`config.mk`:
```
export PLATFORM = sky130hd
export DESIGN_NAME = usb_interface_manager
export DESIGN_NICKNAME = d
export VERILOG_FILES = /design/src/core/usb_mgr_pkg.sv /design/src/core/usb_level_sync.sv /design/src/core/usb_packet_checker.sv /design/src/core/usb_interface_manager.sv
export SDC_FILE = /design/constraint.sdc
export NUM_CORES = 1
export LEC_CHECK = 0
export ABC_AREA = 1
export BUFFER_PORTS_ARGS = -buffer_cell sky130_fd_sc_hd__buf_4
export CAP_MARGIN = 40
export CORE_MARGIN = 2
export CORE_UTILIZATION = 54
export CTS_CLUSTER_SIZE = 14
export DETAILED_ROUTE_END_ITERATION = 8
export GPL_TIMING_DRIVEN = 0
export PLACE_DENSITY = 0.76
export SYNTH_ARGS = -nofsm -noshare
export SYNTH_HDL_FRONTEND = slang
export SYNTH_SLANG_ARGS = --single-unit
```
`constraint.sdc`:
```
create_clock -name CLOCK -period 1.95 [get_ports CLOCK]
set_input_delay 0.39 -clock CLOCK [delete_from_list [all_inputs] [get_ports CLOCK]]
set_output_delay 0.39 -clock CLOCK [all_outputs]
set_load 0.1 [all_outputs]
```
`src/core/usb_mgr_pkg.sv`:
```
// Shared constants and types of the USB interface manager register block
package usb_mgr_pkg;
	// ----------------------------------------
	// Register offsets (byte addresses)
	// ----------------------------------------
	localparam logic [7:0] OFF_SOFT_RESET = 8'h00;
	localparam logic [7:0] OFF_MODE_CTRL = 8'h04;
	localparam logic [7:0] OFF_DEV_ADDR = 8'h08;
	localparam logic [7:0] OFF_FUNC_CTRL = 8'h0C;
	localparam logic [7:0] OFF_OTG_CTRL = 8'h10;
	localparam logic [7:0] OFF_OTG_STAT = 8'h14;
	localparam logic [7:0] OFF_SERIAL = 8'h18;
	localparam logic [7:0] OFF_FLAGS = 8'h1C;
	localparam logic [7:0] OFF_HOLD = 8'h20;
	localparam logic [7:0] OFF_PORT_MASK = 8'h24;
	localparam logic [7:0] OFF_SOF = 8'h28;
	localparam logic [7:0] OFF_PID = 8'h2C;
	localparam logic [7:0] OFF_ENDPOINT = 8'h30;
	localparam logic [7:0] OFF_EP_MATCH = 8'h34;
	localparam logic [7:0] OFF_OTG_MASK = 8'h38;
	localparam logic [7:0] OFF_POWER = 8'h3C;
	localparam logic [7:0] OFF_PHY_CTRL = 8'h40;
	// ----------------------------------------
	// Field positions
	// ----------------------------------------
	localparam int MODE_TOKEN_PROCESS = 0;
	localparam int MODE_TOKEN_CHECK = 1;
	localparam int MODE_LINE_DECODE = 2;
	localparam int MODE_FRAME_AS_TOKEN = 6;
	localparam int FLAG_TOKEN = 6;
	localparam int FLAG_SE0 = 5;
	localparam int FLAG_K = 4;
	localparam int FLAG_J = 3;
	localparam int FLAG_CRC16 = 2;
	localparam int FLAG_RXACTIVE = 1;
	localparam int FLAG_RXERROR = 0;
	// ----------------------------------------
	// Write masks and reset values
	// ----------------------------------------
	localparam logic [7:0] MODE_WMASK = 8'hF7;
	localparam logic [7:0] OTG_WMASK = 8'hDF;
	localparam logic [3:0] SERIAL_RESET = 4'h2;
	localparam logic [4:0] FUNC_RESET = 5'h07;
	localparam logic [18:0] PHY_WMASK = 19'h4_3FF0;
	localparam int SYNC_STAGES = 3;
	// ----------------------------------------
	// Packet identifiers and CRC residues
	// ----------------------------------------
	localparam logic [3:0] PID_SOF = 4'h5;
	localparam logic [1:0] PID_TYPE_TOKEN = 2'h1;
	localparam logic [1:0] PID_TYPE_DATA = 2'h3;
	localparam logic [4:0] CRC5_INIT = 5'h1F;
	localparam logic [4:0] CRC5_POLY = 5'h14;
	localparam logic [4:0] CRC5_RESIDUE = 5'h06;
	localparam logic [15:0] CRC16_INIT = 16'hFFFF;
	localparam logic [15:0] CRC16_POLY = 16'hA001;
	localparam logic [15:0] CRC16_RESIDUE = 16'hB001;
	localparam logic [1:0] LINE_SE0 = 2'h0;
	localparam logic [1:0] LINE_J = 2'h1;
	localparam logic [1:0] LINE_K = 2'h2;

	typedef struct packed {
		logic [7:0] mode;
		logic [6:0] dev_addr;
		logic [4:0] func;
		logic [7:0] otg;
		logic [3:0] serial;
		logic [6:0] flags;
		logic [6:0] hold;
		logic [31:0] port_mask;
		logic [10:0] sof;
		logic [3:0] pid;
		logic [4:0] endpoint;
		logic [15:0] ep_match;
		logic [31:0] otg_mask;
		logic [8:0] power;
		logic [18:0] phy;
		logic [3:0] port_flag;
		logic [31:0] rdata;
		logic ack;
		logic rx_active_d;
	} mgr_state_t;

	localparam mgr_state_t MGR_RESET = '{func: FUNC_RESET, serial: SERIAL_RESET, default: '0};
endpackage : usb_mgr_pkg

```
`src/core/usb_level_sync.sv`:
```
// Three-stage synchroniser that accepts a change once the last two stages agree
`timescale 1ns/1ps
`default_nettype none
module usb_level_sync
	import usb_mgr_pkg::*;
#(
	parameter int WIDTH = 1
) (
	// Clock and reset
	input wire logic clk,
	input wire logic rst_n,
	// Level in and filtered level out
	input wire logic [WIDTH-1:0] d,
	output logic [WIDTH-1:0] q
);
	typedef struct packed {
		logic [SYNC_STAGES-1:0][WIDTH-1:0] stage;
		logic [WIDTH-1:0] out;
	} sync_state_t;

	sync_state_t s_r;
	sync_state_t s_nxt;

	if (WIDTH < 1) begin : g_width_check
		$error("usb_level_sync: WIDTH must be at least 1");
	end

	always_comb begin
		s_nxt = s_r;
		s_nxt.stage[0] = d;
		s_nxt.stage[1] = s_r.stage[0];
		s_nxt.stage[2] = s_r.stage[1];
		// Only the second and third stages are compared; the first may be metastable
		for (int i = 0; i < WIDTH; i++) begin
			if (s_r.stage[1][i] == s_r.stage[2][i]) begin
				s_nxt.out[i] = s_r.stage[2][i];
			end
		end
	end

	always_ff @(posedge clk or negedge rst_n) begin
		if (!rst_n) begin
			s_r <= '0;
		end else begin
			s_r <= s_nxt;
		end
	end

	assign q = s_r.out;
endmodule : usb_level_sync
`default_nettype wire

```
`src/core/usb_packet_checker.sv`:
```
// Receive packet parser: PID check, token fields, CRC5 and CRC16
`timescale 1ns/1ps
`default_nettype none
module usb_packet_checker
	import usb_mgr_pkg::*;
(
	// Clock and reset
	input wire logic clk,
	input wire logic rst_n,
	input wire logic clear,
	// Receive byte stream
	input wire logic rx_active,
	input wire logic rx_valid,
	input wire logic [7:0] rx_data,
	// Decoded results; tok_done and data_crc_bad are pulses
	output logic tok_done,
	output logic tok_crc_ok,
	output logic [3:0] tok_pid,
	output logic [10:0] tok_field,
	output logic data_crc_bad
);
	typedef enum logic [5:0] {
		P_IDLE = 6'b00_0001,
		P_PID = 6'b00_0010,
		P_TOK1 = 6'b00_0100,
		P_TOK2 = 6'b00_1000,
		P_DATA = 6'b01_0000,
		P_SKIP = 6'b10_0000
	} pkt_state_t;

	typedef struct packed {
		pkt_state_t st;
		logic [3:0] pid;
		logic [7:0] byte1;
		logic [4:0] crc5;
		logic [15:0] crc16;
		logic done;
		logic crc_ok;
		logic [10:0] field;
		logic crc_bad;
	} chk_state_t;

	localparam chk_state_t CHK_RESET = '{st: P_IDLE, default: '0};

	chk_state_t s_r;
	chk_state_t s_nxt;

	function automatic logic [4:0] crc5_byte(input logic [4:0] c, input logic [7:0] b);
		logic [4:0] r;
		r = c;
		for (int i = 0; i < 8; i++) begin
			r = (r[0] ^ b[i]) ? ((r >> 1) ^ CRC5_POLY) : (r >> 1);
		end
		return r;
	endfunction : crc5_byte

	function automatic logic [15:0] crc16_byte(input logic [15:0] c, input logic [7:0] b);
		logic [15:0] r;
		r = c;
		for (int i = 0; i < 8; i++) begin
			r = (r[0] ^ b[i]) ? ((r >> 1) ^ CRC16_POLY) : (r >> 1);
		end
		return r;
	endfunction : crc16_byte

	always_comb begin
		logic [4:0] c5;
		c5 = crc5_byte(s_r.crc5, rx_data);
		s_nxt = s_r;
		s_nxt.done = 1'b0;
		s_nxt.crc_bad = 1'b0;
		case (s_r.st)
			P_IDLE: begin
				if (rx_active) s_nxt.st = P_PID;
			end
			P_PID: begin
				if (!rx_active) begin
					s_nxt.st = P_IDLE;
				end else if (rx_valid) begin
					s_nxt.pid = rx_data[3:0];
					s_nxt.crc5 = CRC5_INIT;
					s_nxt.crc16 = CRC16_INIT;
					// PID is valid only when the upper nibble is its complement
					if (rx_data[7:4] != ~rx_data[3:0]) begin
						s_nxt.st = P_SKIP;
					end else if (rx_data[1:0] == PID_TYPE_TOKEN) begin
						s_nxt.st = P_TOK1;
					end else if (rx_data[1:0] == PID_TYPE_DATA) begin
						s_nxt.st = P_DATA;
					end else begin
						s_nxt.st = P_SKIP;
					end
				end
			end
			P_TOK1: begin
				if (!rx_active) begin
					s_nxt.st = P_IDLE;
				end else if (rx_valid) begin
					s_nxt.byte1 = rx_data;
					s_nxt.crc5 = c5;
					s_nxt.st = P_TOK2;
				end
			end
			P_TOK2: begin
				if (!rx_active) begin
					s_nxt.st = P_IDLE;
				end else if (rx_valid) begin
					s_nxt.done = 1'b1;
					s_nxt.crc_ok = (c5 == CRC5_RESIDUE);
					s_nxt.field = {rx_data[2:0], s_r.byte1};
					s_nxt.st = P_SKIP;
				end
			end
			P_DATA: begin
				if (!rx_active) begin
					s_nxt.crc_bad = (s_r.crc16 != CRC16_RESIDUE);
					s_nxt.st = P_IDLE;
				end else if (rx_valid) begin
					s_nxt.crc16 = crc16_byte(s_r.crc16, rx_data);
				end
			end
			P_SKIP: begin
				if (!rx_active) s_nxt.st = P_IDLE;
			end
			default: begin
				s_nxt.st = P_IDLE;
			end
		endcase
		if (clear) s_nxt = CHK_RESET;
	end

	always_ff @(posedge clk or negedge rst_n) begin
		if (!rst_n) begin
			s_r <= CHK_RESET;
		end else begin
			s_r <= s_nxt;
		end
	end

	assign tok_done = s_r.done;
	assign tok_crc_ok = s_r.crc_ok;
	assign tok_pid = s_r.pid;
	assign tok_field = s_r.field;
	assign data_crc_bad = s_r.crc_bad;
endmodule : usb_packet_checker
`default_nettype wire

```
`src/core/usb_interface_manager.sv`:
```
// Control and status registers of the USB interface manager facing a UTMI+ transceiver
`timescale 1ns/1ps
`default_nettype none
// Overview of operation
// - Any write to the soft-reset register returns all manager state to reset, transceiver untouched.
// - The mode control register holds enables for tokens, checking, line decoding and more, all 0.
// - A 7-bit device address, reset to zero, filters which token packets are passed on.
// - Function control drives operating mode from bits 4:2, TermSelect bit 1, XcvrSelect bit 0, each 1.
// - The on-the-go control register drives pull, VBUS and external VBUS outputs, all reset to 0.
// - The on-the-go status register shows SessEnd, SessVld, VbusVld, HostDisconnect, IdGnd, BValid.
// - Serial control bits 4, 5, 6 read back D+, D- and differential receive inputs.
// - Serial control bit 0 selects serial mode, bit 2 data, bit 3 SE0, bit 1 low-active enable at 1.
// - Flag 6 sets on a token with good PID, good CRC5 and matching address, or on a good SOF when frames count as tokens.
// - Flags 5, 4, 3 set on line state SE0, K and J.
// - Flag 2 sets when a received data packet fails its CRC16.
// - Flags 1 and 0 follow the RxActive and RxError inputs.
// - Flags 6 to 2 clear when the next packet starts unless held, held ones wait for software.
// - Registers are peripheral 1 and are reached only by whole 32-bit reads and writes.
// - A 7-bit hold mask, reset 0, makes each flag stay until a 1 is written to it.
module usb_interface_manager
	import usb_mgr_pkg::*;
(
	// Clock and reset
	input wire logic CLOCK,
	input wire logic RST_N,
	// Peripheral register access, whole 32-bit words
	input wire logic REG_SEL,
	input wire logic REG_WR,
	input wire logic [7:0] REG_ADDR,
	input wire logic [31:0] REG_WDATA,
	output logic [31:0] REG_RDATA,
	output logic REG_ACK,
	// UTMI+ receive path, same clock
	input wire logic UTMI_RXACTIVE,
	input wire logic UTMI_RXVALID,
	input wire logic UTMI_RXERROR,
	input wire logic [7:0] UTMI_DATAOUT,
	// UTMI+ pins from the transceiver, asynchronous
	input wire logic [1:0] UTMI_LINESTATE,
	input wire logic UTMI_SESSEND,
	input wire logic UTMI_SESSVLD,
	input wire logic UTMI_VBUSVLD,
	input wire logic UTMI_HOSTDISCON,
	input wire logic UTMI_IDDIG_GND,
	input wire logic UTMI_BVALID,
	input wire logic UTMI_FS_RXDP,
	input wire logic UTMI_FS_RXDM,
	input wire logic UTMI_FS_RXRCV,
	// UTMI+ function outputs
	output logic [2:0] UTMI_OPMODE,
	output logic UTMI_TERMSELECT,
	output logic UTMI_XCVRSELECT,
	// On-the-go outputs
	output logic ID_PIN_PULLUP,
	output logic UTMI_DPPULLDOWN,
	output logic UTMI_DMPULLDOWN,
	output logic UTMI_DISCHRGVBUS,
	output logic UTMI_CHRGVBUS,
	output logic EXTERNAL_VBUS_DRIVE,
	output logic EXTERNAL_VBUS_INDICATOR,
	// Serial interface outputs
	output logic UTMI_FSLS_SERIAL,
	output logic UTMI_TX_ENABLE_N,
	output logic UTMI_TX_DAT,
	output logic UTMI_TX_SE0,
	// Flags routed through the port masks
	output logic [3:0] PORT_FLAG
);
	mgr_state_t s_r;
	mgr_state_t s_nxt;

	logic [10:0] pins_q;
	logic soft_reset;
	logic tok_done;
	logic tok_crc_ok;
	logic [3:0] tok_pid;
	logic [10:0] tok_field;
	logic data_crc_bad;

	// ----------------------------------------
	// Pin synchronisers and packet checker
	// ----------------------------------------
	usb_level_sync #(
		.WIDTH(11)
	) u_pin_sync (
		.clk(CLOCK),
		.rst_n(RST_N),
		.d({UTMI_FS_RXRCV, UTMI_FS_RXDM, UTMI_FS_RXDP, UTMI_BVALID, UTMI_IDDIG_GND,
			UTMI_HOSTDISCON, UTMI_VBUSVLD, UTMI_SESSVLD, UTMI_SESSEND, UTMI_LINESTATE}),
		.q(pins_q)
	);

	usb_packet_checker u_checker (
		.clk(CLOCK),
		.rst_n(RST_N),
		.clear(soft_reset),
		.rx_active(UTMI_RXACTIVE),
		.rx_valid(UTMI_RXVALID),
		.rx_data(UTMI_DATAOUT),
		.tok_done(tok_done),
		.tok_crc_ok(tok_crc_ok),
		.tok_pid(tok_pid),
		.tok_field(tok_field),
		.data_crc_bad(data_crc_bad)
	);

	wire logic [1:0] line_q = pins_q[1:0];
	wire logic [5:0] otg_q = pins_q[7:2];
	wire logic [2:0] serial_q = pins_q[10:8];
	wire logic wr = REG_SEL & REG_WR;
	wire logic rd = REG_SEL & ~REG_WR;

	assign soft_reset = wr && (REG_ADDR == OFF_SOFT_RESET);

	// ----------------------------------------
	// Event, register and flag update
	// ----------------------------------------
	always_comb begin
		logic [6:0] ev;
		logic [6:0] w1c;
		logic pkt_start;
		logic is_sof;
		logic tok_ok;
		logic tok_pass;
		ev = '0;
		w1c = '0;
		s_nxt = s_r;
		s_nxt.ack = REG_SEL;
		s_nxt.rx_active_d = UTMI_RXACTIVE;
		pkt_start = UTMI_RXACTIVE & ~s_r.rx_active_d;
		is_sof = (tok_pid == PID_SOF);
		// Checking off means CRC5 result is not required
		tok_ok = tok_done & s_r.mode[MODE_TOKEN_PROCESS]
			& (tok_crc_ok | ~s_r.mode[MODE_TOKEN_CHECK]);
		tok_pass = tok_ok & (is_sof ? s_r.mode[MODE_FRAME_AS_TOKEN]
			: (tok_field[6:0] == s_r.dev_addr));
		if (tok_ok && is_sof) s_nxt.sof = tok_field;
		if (tok_pass && !is_sof) begin
			s_nxt.pid = tok_pid;
			s_nxt.endpoint = {1'b1, tok_field[10:7]};
		end

		ev[FLAG_TOKEN] = tok_pass;

		if (s_r.mode[MODE_LINE_DECODE]) begin
			ev[FLAG_SE0] = (line_q == LINE_SE0);
			ev[FLAG_K] = (line_q == LINE_K);
			ev[FLAG_J] = (line_q == LINE_J);
		end

		ev[FLAG_CRC16] = data_crc_bad;
		ev[FLAG_RXACTIVE] = UTMI_RXACTIVE;
		ev[FLAG_RXERROR] = UTMI_RXERROR;

		// ----------------------------------------
		// Register writes
		// ----------------------------------------
		// whole words only
		if (wr) begin
			if (REG_ADDR == OFF_MODE_CTRL) begin
				s_nxt.mode = REG_WDATA[7:0] & MODE_WMASK;
			end else if (REG_ADDR == OFF_DEV_ADDR) begin
				s_nxt.dev_addr = REG_WDATA[6:0];
			end else if (REG_ADDR == OFF_FUNC_CTRL) begin
				s_nxt.func = REG_WDATA[4:0];
			end else if (REG_ADDR == OFF_OTG_CTRL) begin
				s_nxt.otg = REG_WDATA[7:0] & OTG_WMASK;
			end else if (REG_ADDR == OFF_SERIAL) begin
				s_nxt.serial = REG_WDATA[3:0];
			end else if (REG_ADDR == OFF_FLAGS) begin
				w1c = REG_WDATA[6:0];
			end else if (REG_ADDR == OFF_HOLD) begin
				s_nxt.hold = REG_WDATA[6:0];
			end else if (REG_ADDR == OFF_PORT_MASK) begin
				s_nxt.port_mask = REG_WDATA;
			end else if (REG_ADDR == OFF_SOF) begin
				s_nxt.sof = REG_WDATA[10:0];
			end else if (REG_ADDR == OFF_EP_MATCH) begin
				s_nxt.ep_match = REG_WDATA[15:0];
			end else if (REG_ADDR == OFF_OTG_MASK) begin
				s_nxt.otg_mask = REG_WDATA;
			end else if (REG_ADDR == OFF_POWER) begin
				s_nxt.power = REG_WDATA[8:0];
			end else if (REG_ADDR == OFF_PHY_CTRL) begin
				s_nxt.phy = REG_WDATA[18:0] & PHY_WMASK;
			end
		end

		// ----------------------------------------
		// Flag update; a new event beats a clear
		// ----------------------------------------
		for (int i = 0; i < 7; i++) begin
			if (s_r.hold[i]) begin
				s_nxt.flags[i] = ev[i] | (s_r.flags[i] & ~w1c[i]);
			end else if (i == FLAG_RXACTIVE || i == FLAG_RXERROR) begin
				s_nxt.flags[i] = ev[i];
			end else begin
				s_nxt.flags[i] = ev[i] | (s_r.flags[i] & ~w1c[i] & ~pkt_start);
			end
		end
		for (int p = 0; p < 4; p++) begin
			s_nxt.port_flag[p] = |(s_r.port_mask[8*p +: 7] & s_r.flags);
		end

		// ----------------------------------------
		// Read data, unmapped reads return zero
		// ----------------------------------------
		s_nxt.rdata = '0;
		if (rd) begin
			if (REG_ADDR == OFF_MODE_CTRL) begin
				s_nxt.rdata[7:0] = s_r.mode;
			end else if (REG_ADDR == OFF_DEV_ADDR) begin
				s_nxt.rdata[6:0] = s_r.dev_addr;
			end else if (REG_ADDR == OFF_FUNC_CTRL) begin
				s_nxt.rdata[4:0] = s_r.func;
			end else if (REG_ADDR == OFF_OTG_CTRL) begin
				s_nxt.rdata[7:0] = s_r.otg;
			end else if (REG_ADDR == OFF_OTG_STAT) begin
				s_nxt.rdata[5:0] = otg_q;
			end else if (REG_ADDR == OFF_SERIAL) begin
				s_nxt.rdata[6:0] = {serial_q, s_r.serial};
			end else if (REG_ADDR == OFF_FLAGS) begin
				s_nxt.rdata[6:0] = s_r.flags;
			end else if (REG_ADDR == OFF_HOLD) begin
				s_nxt.rdata[6:0] = s_r.hold;
			end else if (REG_ADDR == OFF_PORT_MASK) begin
				s_nxt.rdata = s_r.port_mask;
			end else if (REG_ADDR == OFF_SOF) begin
				s_nxt.rdata[10:0] = s_r.sof;
			end else if (REG_ADDR == OFF_PID) begin
				s_nxt.rdata[3:0] = s_r.pid;
			end else if (REG_ADDR == OFF_ENDPOINT) begin
				s_nxt.rdata[4:0] = s_r.endpoint;
			end else if (REG_ADDR == OFF_EP_MATCH) begin
				s_nxt.rdata[15:0] = s_r.ep_match;
			end else if (REG_ADDR == OFF_OTG_MASK) begin
				s_nxt.rdata = s_r.otg_mask;
			end else if (REG_ADDR == OFF_POWER) begin
				s_nxt.rdata[8:0] = s_r.power;
			end else if (REG_ADDR == OFF_PHY_CTRL) begin
				s_nxt.rdata[18:0] = s_r.phy;
			end
		end

		// manager state only, the pin synchroniser keeps its stages
		if (soft_reset) begin
			s_nxt = MGR_RESET;
			s_nxt.ack = 1'b1;
			s_nxt.rx_active_d = UTMI_RXACTIVE;
		end
	end

	always_ff @(posedge CLOCK or negedge RST_N) begin
		if (!RST_N) begin
			s_r <= MGR_RESET;
		end else begin
			s_r <= s_nxt;
		end
	end

	// ----------------------------------------
	// Outputs
	// ----------------------------------------
	assign REG_RDATA = s_r.rdata;
	assign REG_ACK = s_r.ack;

	assign UTMI_OPMODE = s_r.func[4:2];
	assign UTMI_TERMSELECT = s_r.func[1];
	assign UTMI_XCVRSELECT = s_r.func[0];

	assign ID_PIN_PULLUP = s_r.otg[0];
	assign UTMI_DPPULLDOWN = s_r.otg[1];
	assign UTMI_DMPULLDOWN = s_r.otg[2];
	assign UTMI_DISCHRGVBUS = s_r.otg[3];
	assign UTMI_CHRGVBUS = s_r.otg[4];
	assign EXTERNAL_VBUS_DRIVE = s_r.otg[6];
	assign EXTERNAL_VBUS_INDICATOR = s_r.otg[7];

	assign UTMI_FSLS_SERIAL = s_r.serial[0];
	assign UTMI_TX_ENABLE_N = s_r.serial[1];
	assign UTMI_TX_DAT = s_r.serial[2];
	assign UTMI_TX_SE0 = s_r.serial[3];

	assign PORT_FLAG = s_r.port_flag;
endmodule : usb_interface_manager
`default_nettype wire

```
==> out/qor.txt, run 1 <==
Final Slew Violations: 0
Setup crit start kind: flop
Port Buffers: 116
GRT overflow: 0
Cells after Synth: 1,554
largest net degree at the start of global routing: 120
Die Height: 163 um
ys async rst share: 100%
fin cells: 2,118
Top FF cell, synth: dfrtp_1
violated checks: negative hold slack, negative setup slack
PD cells: 1060 nW/um2
Req. time, crit path: 2.35 ns
Post-synth EDFFs: 0
fin crit share: 104%
Worst setup EP type: flop
Final ANT Viol Nets: 0
CTS sink count: 299
Total GRT Usage: 30.9%
most common cell after layout, fill and taps aside: nand2_1
status: finished, violations left
DRT iter0 DRCs: 1,319
RSZ-0062 raised after global routing: true
capturing point of the worst reg2reg path: u_checker.s_r[14]
worst reg-to-reg path cell count: 16
placed cell count: 2,002
Total Power: 0.0182 W
die area: 26,400 um2
footprint of the multi-input gates: 5530 um2
Post-Route WL: 41,200 um
die width: 163 um
maximum clock rate: 491 MHz
fillcell total: 1,998
sw frac: 30.6%
Switch Pwr: 0.00556 W
Hold WS: -0.158 ns
Slew headroom: 54.2%
Placed Area: 15,000 um2
drt via density: 5.77
min cycle time layout: 2.04 ns
number of I/O pins: 119
HP Class: input port to async pin
WS Path Type: flop to flop
H-tree depth: 2
clock skew: 0.0229 ns
ANT cells: 0
vias in the first global route: 11,762
fin worst setup slack: -0.0852 ns
Seq/Total Area, Yosys: 55.2%
Cell Area, Synth: 13,600 um2
Skew-Pair Late Insertion Delay: 0.51 ns
CP max-delay cell: dfrtp_2
worst vdd ir: 0.00101 V
clock buffer depth: 3
final hold vios: 69
# setup viols final: 1
P_int: 0.0126 W
cells along the critical path: xnor2_2 > nand2_2 > nand2_2 > nand2_2 > nand3_2 > nand2_4 > nand2_1 > nand3_2 > nand2_2 > nand2_2 > nand3_4 > nand2_1 > nand2_1 > nand3_2 > nand2_1 > nand2_1
Critical Path Source: u_checker.s_r[15]
Nets: 1,828
setup TNS after final layout: -0.0852 ns
Mapped Avg Cell Area: 8.73 um2
fin area: 17,100 um2
Final HPWL DP: 28,400 um
area delta synth->final: 26.3%
Yosys reg bits: 299
# DRC: 0
Static Leak: 8.14 nW
slowest stage delay, CP: 0.45 ns
CTS tree: done
Initial Utilization: 54.4%
r2r setup slk: -0.09 ns
CP endpoint: u_checker.s_r[14]
post-synth cell types: 56
GPL Wtd Cong: 0.966
share of layout cells above drive strength 1: 24.7%
first-pass GRT wire length: 63,700 um
worst-margin pin slew: 0.687 ns
combinational share of power: 22.0%
Vias: 12,212
row count: 58
CTS buffer count: 34
RR Startpoint: u_checker.s_r[15]
clock tree root driver cell: clkbuf_16
DR pass1 iterations: 8
most frequent cells in the layout: nand2_1 (402), dfrtp_1 (291), buf_4 (199)
# hold bufs at CTS: 11
CP max FO: 4
Max Cap Viol: 0
Clock transition at path regs: 0.06 ns
clock group share of total power: 37.3%
synth warn: 0
Storage cell area: 7490 um2
core footprint: 25,000 um2
sequential share of power: 40.7%
CP arrival: 2.44 ns
syn nets: 1,620
initial antenna violation count: 1
wire per inst: 19.4 um
-- state kept, by name, indices dropped and copies added, names as in the netlist, 3 cells and up --
register,flops
REG_RDATA,32
PORT_FLAG,4
u_checker.tok_pid,4
u_checker.tok_field,11
u_pin_sync.s_r,11
UTMI_OPMODE,3
s_r,149
u_pin_sync.s_nxt,22
u_checker.s_r,35
u_pin_sync.q,11
-- power by group through the flow --
stage,combinational [W],clock (W),sequential (W)
2_1_floorplan,0.00223,0,0.00740
3_3_place_gp,0.00305,0,0.00742
3_5_place_dp,0.00317,0,0.00744
4_1_cts,0.00340,0.00681,0.00736
5_1_grt,0.00439,0.00710,0.00744
6_report,0.00400,0.00678,0.00739
-- stage by stage --
step           setup WS [ns]  util [%]
3_5_place_dp          -0.864      59.9
6_report             -0.0852      68.7
2_1_floorplan        0.00374         -
4_1_cts            -0.000842      66.2
5_1_grt               -0.187      68.7
3_3_place_gp           -2.12      59.7
-- final cells by class --
| cell class | instances | area share (%) |
|---|---|---|
| flip-flops and latches | 299 | 43.7 |
| multi-input cells | 1032 | 32.3 |
| repair buffers | 173 | 8.13 |
| clock buffers | 53 | 6.27 |
| plain buffers | 96 | 3.68 |
| inverters | 126 | 2.80 |
| well taps | 330 | 2.41 |
| clock inverters | 9 | 0.759 |
-- kinds of logic (layout without fill, tap and decap cells) --
| logic type | count (synthesis) | in the layout | synth area share [%] |
|---|---|---|---|
| and+or+nand+nor | 632 | 632 | 20.0 |
| buffers and inverters | 223 | 457 | 7.56 |
| adders and majority gates | 11 | 11 | 0.811 |
| DFF | 299 | 299 | 55.2 |
| xor gates and xnor gates | 31 | 31 | 2.00 |
| muxes | 2 | 2 | 0.166 |
| AOI/OAI and AO/OA | 356 | 356 | 14.3 |
-- Yosys cell counts, types with 4 or more instances --
cell      number  area share (%)
nand2_1      424              12
dfrtp_1      294              54
o21ai_0      194             7.2
inv_1        114             3.2
a21oi_1       76             2.8
nor2_1        70             1.9
nand3_1       60             2.2
buf_4         42             2.3
clkbuf_1      36             1.0
o22ai_1       26             1.2
o21ai_1       23            0.85
nand4_1       19            0.88
xnor2_1       18             1.2
buf_2         15            0.55
nor3_1        15            0.55
xor2_1        13            0.84
maj3_1        11            0.81
inv_2         10            0.28
nor2_2         9            0.41
nor4_1         7            0.32
or2_2          7            0.32
a22o_1         6            0.39
a41oi_1        5            0.32
dfstp_2        5            0.97
nor3_2         5            0.37
a31oi_1        4            0.18
o221ai_1       4            0.26
-- worst max-delay path, delay by kind of cell (launching register included) --
kind / cells / cell delay [ns]
AND/OR/NAND/NOR: 15 / 1.24
XOR/XNOR: 1 / 0.22
flip-flops: 1 / 0.45
-- worst min-delay path by stage --
stage	startpoint	end	slack [ns]	cells after the start
2_1_floorplan	RST_N	EXTERNAL_VBUS_DRIVE	0.09	0
3_3_place_gp	u_pin_sync.s_nxt[30]	u_pin_sync.s_nxt[41]	0.33	0
3_5_place_dp	u_pin_sync.s_nxt[28]	u_pin_sync.s_nxt[39]	0.34	0
4_1_cts	RST_N	s_r[102]	-0.13	1
5_1_grt	RST_N	s_r[102]	-0.11	1
6_report	RST_N	s_r[102]	-0.16	1
-- what timing repair did --
item,CTS,global route
endpoints found under the setup margin,170,206
pin swaps,8,38
resized for setup,66,104
hold endpoints to repair,80,69
gates cloned,0,0
setup buffers,10,34
-- layer usage --
| metal | up-vias | global-route usage [%] | share of wire [%] |
|---|---|---|---|
| li1 | 5538 | - | - |
| met2 | 622 | 49.8 | 48 |
| met4 | 0 | 11.0 | 3.6 |
| met3 | 105 | 4.23 | 8.0 |
| met5 | - | 0 | 0 |
| met1 | 5947 | 43.2 | 41 |
Note: power is estimated with default switching activity, not from simulation.
==> run 2, diff against run 1 <==
--- a/config.mk
+++ b/config.mk
@@ -17,3 +17,4 @@
 export SYNTH_ARGS = -nofsm -noshare
 export SYNTH_HDL_FRONTEND = slang
 export SYNTH_SLANG_ARGS = --single-unit
+export TNS_END_PERCENT = 20
==> constraint.sdc (replaced) <==
create_clock -name CLOCK -period 1.95 [get_ports CLOCK]
set_input_delay 0.39 -clock CLOCK [delete_from_list [all_inputs] [get_ports CLOCK]]
set_output_delay 0.39 -clock CLOCK [all_outputs]
set_load 0.05 [all_outputs]
==> out/qor.txt, run 2 (synthesized netlist as in run 1, its figures left out) <==
DRT iter0 DRCs: 1,308
Total GRT Usage: 30.4%
Setup crit start kind: flop
CP delay by family, top: simple AND/OR/NAND/NOR gates
Port Buffers: 116
Worst setup EP type: flop
clock skew: 0.0267 ns
most frequent cells in the layout: nand2_1 (403), dfrtp_1 (293), buf_4 (196)
# hold bufs at CTS: 11
RSZ-0062 raised after global routing: true
Post-Route WL: 40,400 um
RR Startpoint: u_checker.s_r[14]
GPL Wtd Cong: 0.953
CP arrival: 2.47 ns
initial antenna violation count: 0
Clock transition at path regs: 0.06 ns
H-tree depth: 2
clock buffer depth: 3
area delta synth->final: 24.9%
slowest stage delay, CP: 0.42 ns
most common cell after layout, fill and taps aside: nand2_1
worst path bufs/invs: 1
Static Leak: 8.07 nW
clock tree root driver cell: clkbuf_16
fin worst setup slack: -0.124 ns
min cycle time layout: 2.07 ns
number of I/O pins: 119
Largest Register: s_r
Most common cell on crit path: nand2_1
Die Height: 163 um
Skew-Pair Late Insertion Delay: 0.52 ns
die area: 26,400 um2
maximum clock rate: 482 MHz
ANT cells: 0
Req. time, crit path: 2.34 ns
fillcell total: 1,978
CP max-delay cell: dfrtp_1
# setup viols final: 11
Placed Area: 14,900 um2
fin area: 17,000 um2
drt via density: 5.74
final hold vios: 91
Max Cap Viol: 0
DR pass1 iterations: 6
setup TNS after final layout: -0.456 ns
# DRC: 0
footprint of the multi-input gates: 5530 um2
fin crit share: 106%
violated checks: negative hold slack, negative setup slack
die width: 163 um
CTS sink count: 299
worst vdd ir: 0.000980 V
worst-margin pin slew: 0.691 ns
CTS tree: done
WS Path Type: flop to flop
worst reg-to-reg path cell count: 18
row count: 58
largest net degree at the start of global routing: 120
first-pass GRT wire length: 62,900 um
GRT overflow: 0
Slew headroom: 53.9%
CP max FO: 4
Initial Utilization: 54.4%
r2r setup slk: -0.12 ns
Final ANT Viol Nets: 0
Total Power: 0.0178 W
fin cells: 2,110
placed cell count: 2,002
core footprint: 25,000 um2
Storage cell area: 7490 um2
Final HPWL DP: 27,900 um
HP Class: input port to async pin
PD cells: 1050 nW/um2
status: finished, violations left
vias in the first global route: 11,767
CTS buffer count: 34
number of flip-flops in the largest register: 149
Vias: 12,110
Hold WS: -0.103 ns
capturing point of the worst reg2reg path: u_checker.s_r[14]
cells along the critical path: inv_2 > nand2_1 > nand2_1 > nand2_2 > nand2_4 > nand2_4 > nand2_4 > nand2_4 > nand2_4 > nand2_2 > nand3_4 > nand3_1 > nand3_4 > nand2_1 > nand2_1 > nand3_1 > nand2_1 > nand2_1
wire per inst: 19.2 um
share of layout cells above drive strength 1: 24.0%
Nets: 1,821
Final Slew Violations: 0
[run 2: changes by cell type in the layout (fill, tap and decap cells not counted), moves of 4 or more]
cell,change
clkbuf_2,+4
nand2_2,-8
nand2_4,+8
nand3_2,-5
nand3_4,+5
o22ai_1,+5
o22ai_2,-5
[run 2: metrics by stage]
step | setup slack, ns | util (%)
after floorplan | -0.00679 | -
after global placement | -2.11 | 59.6
after detailed placement | -0.791 | 59.9
after CTS | -0.0968 | 65.8
after global routing | -0.237 | 67.9
final | -0.124 | 67.9
[run 2: metal layers]
| layer | track usage [%] | up-vias | share of wire (%) |
|---|---|---|---|
| li1 | - | 5514 | - |
| met1 | 42.1 | 5860 | 41 |
| met2 | 48.8 | 627 | 47 |
| met3 | 5.22 | 109 | 8.0 |
| met4 | 10.8 | 0 | 3.6 |
| met5 | 0 | - | 0 |
[run 2: how the worst max path moves through the flow]
stage                      start                end  slack (ns)  cells past startpoint
6_report       u_checker.s_r[14]  u_checker.s_r[14]       -0.12                     18
3_5_place_dp         REG_ADDR[1]       REG_RDATA[1]       -0.79                     15
4_1_cts              REG_ADDR[6]       REG_RDATA[1]        -0.1                     13
2_1_floorplan    UTMI_DATAOUT[1]  u_checker.s_r[14]      -0.007                     20
3_3_place_gp               RST_N  u_checker.s_r[21]       -2.11                      1
5_1_grt        u_checker.s_r[14]  u_checker.s_r[14]       -0.24                     19
[run 2: final cells by class]
type,instances,share of cell area (%)
Buffer,97,3.67
Clock buffer,48,5.68
Clock inverter,13,0.804
Inverter,126,2.86
Multi-Input combinational cell,1032,32.6
Sequential cell,299,44.2
Tap cell,330,2.43
Timing Repair Buffer,165,7.77
[run 2: worst register-to-register path, stage by stage, from the launching register on]
cell and delay, ns:
dfrtp_1 0.42, inv_2 0.09, nand2_1 0.06, nand2_1 0.10, nand2_2 0.12, nand2_4 0.10
nand2_4 0.07, nand2_4 0.08, nand2_4 0.07, nand2_4 0.10, nand2_2 0.07, nand3_4 0.09
nand3_1 0.15, nand3_4 0.12, nand2_1 0.06, nand2_1 0.05, nand3_1 0.06, nand2_1 0.09
nand2_1 0.06
[run 2: report_power, final]
part | switching [W] | internal, W | total (W)
Clock | 0.00254 | 0.00373 | 0.00627
Combinational | 0.00257 | 0.00160 | 0.00417
Sequential | 0.000509 | 0.00687 | 0.00738
Total | 0.00561 | 0.0122 | 0.0178
[run 2: repair_timing]
| item | CTS | global route |
|---|---|---|
| gates resized for setup | 52 | 124 |
| setup endpoints to repair | 162 | 209 |
| hold endpoints to repair | 102 | 75 |
| pin swaps | 11 | 28 |
| gates cloned | 0 | 1 |
| buffers inserted | 15 | 20 |
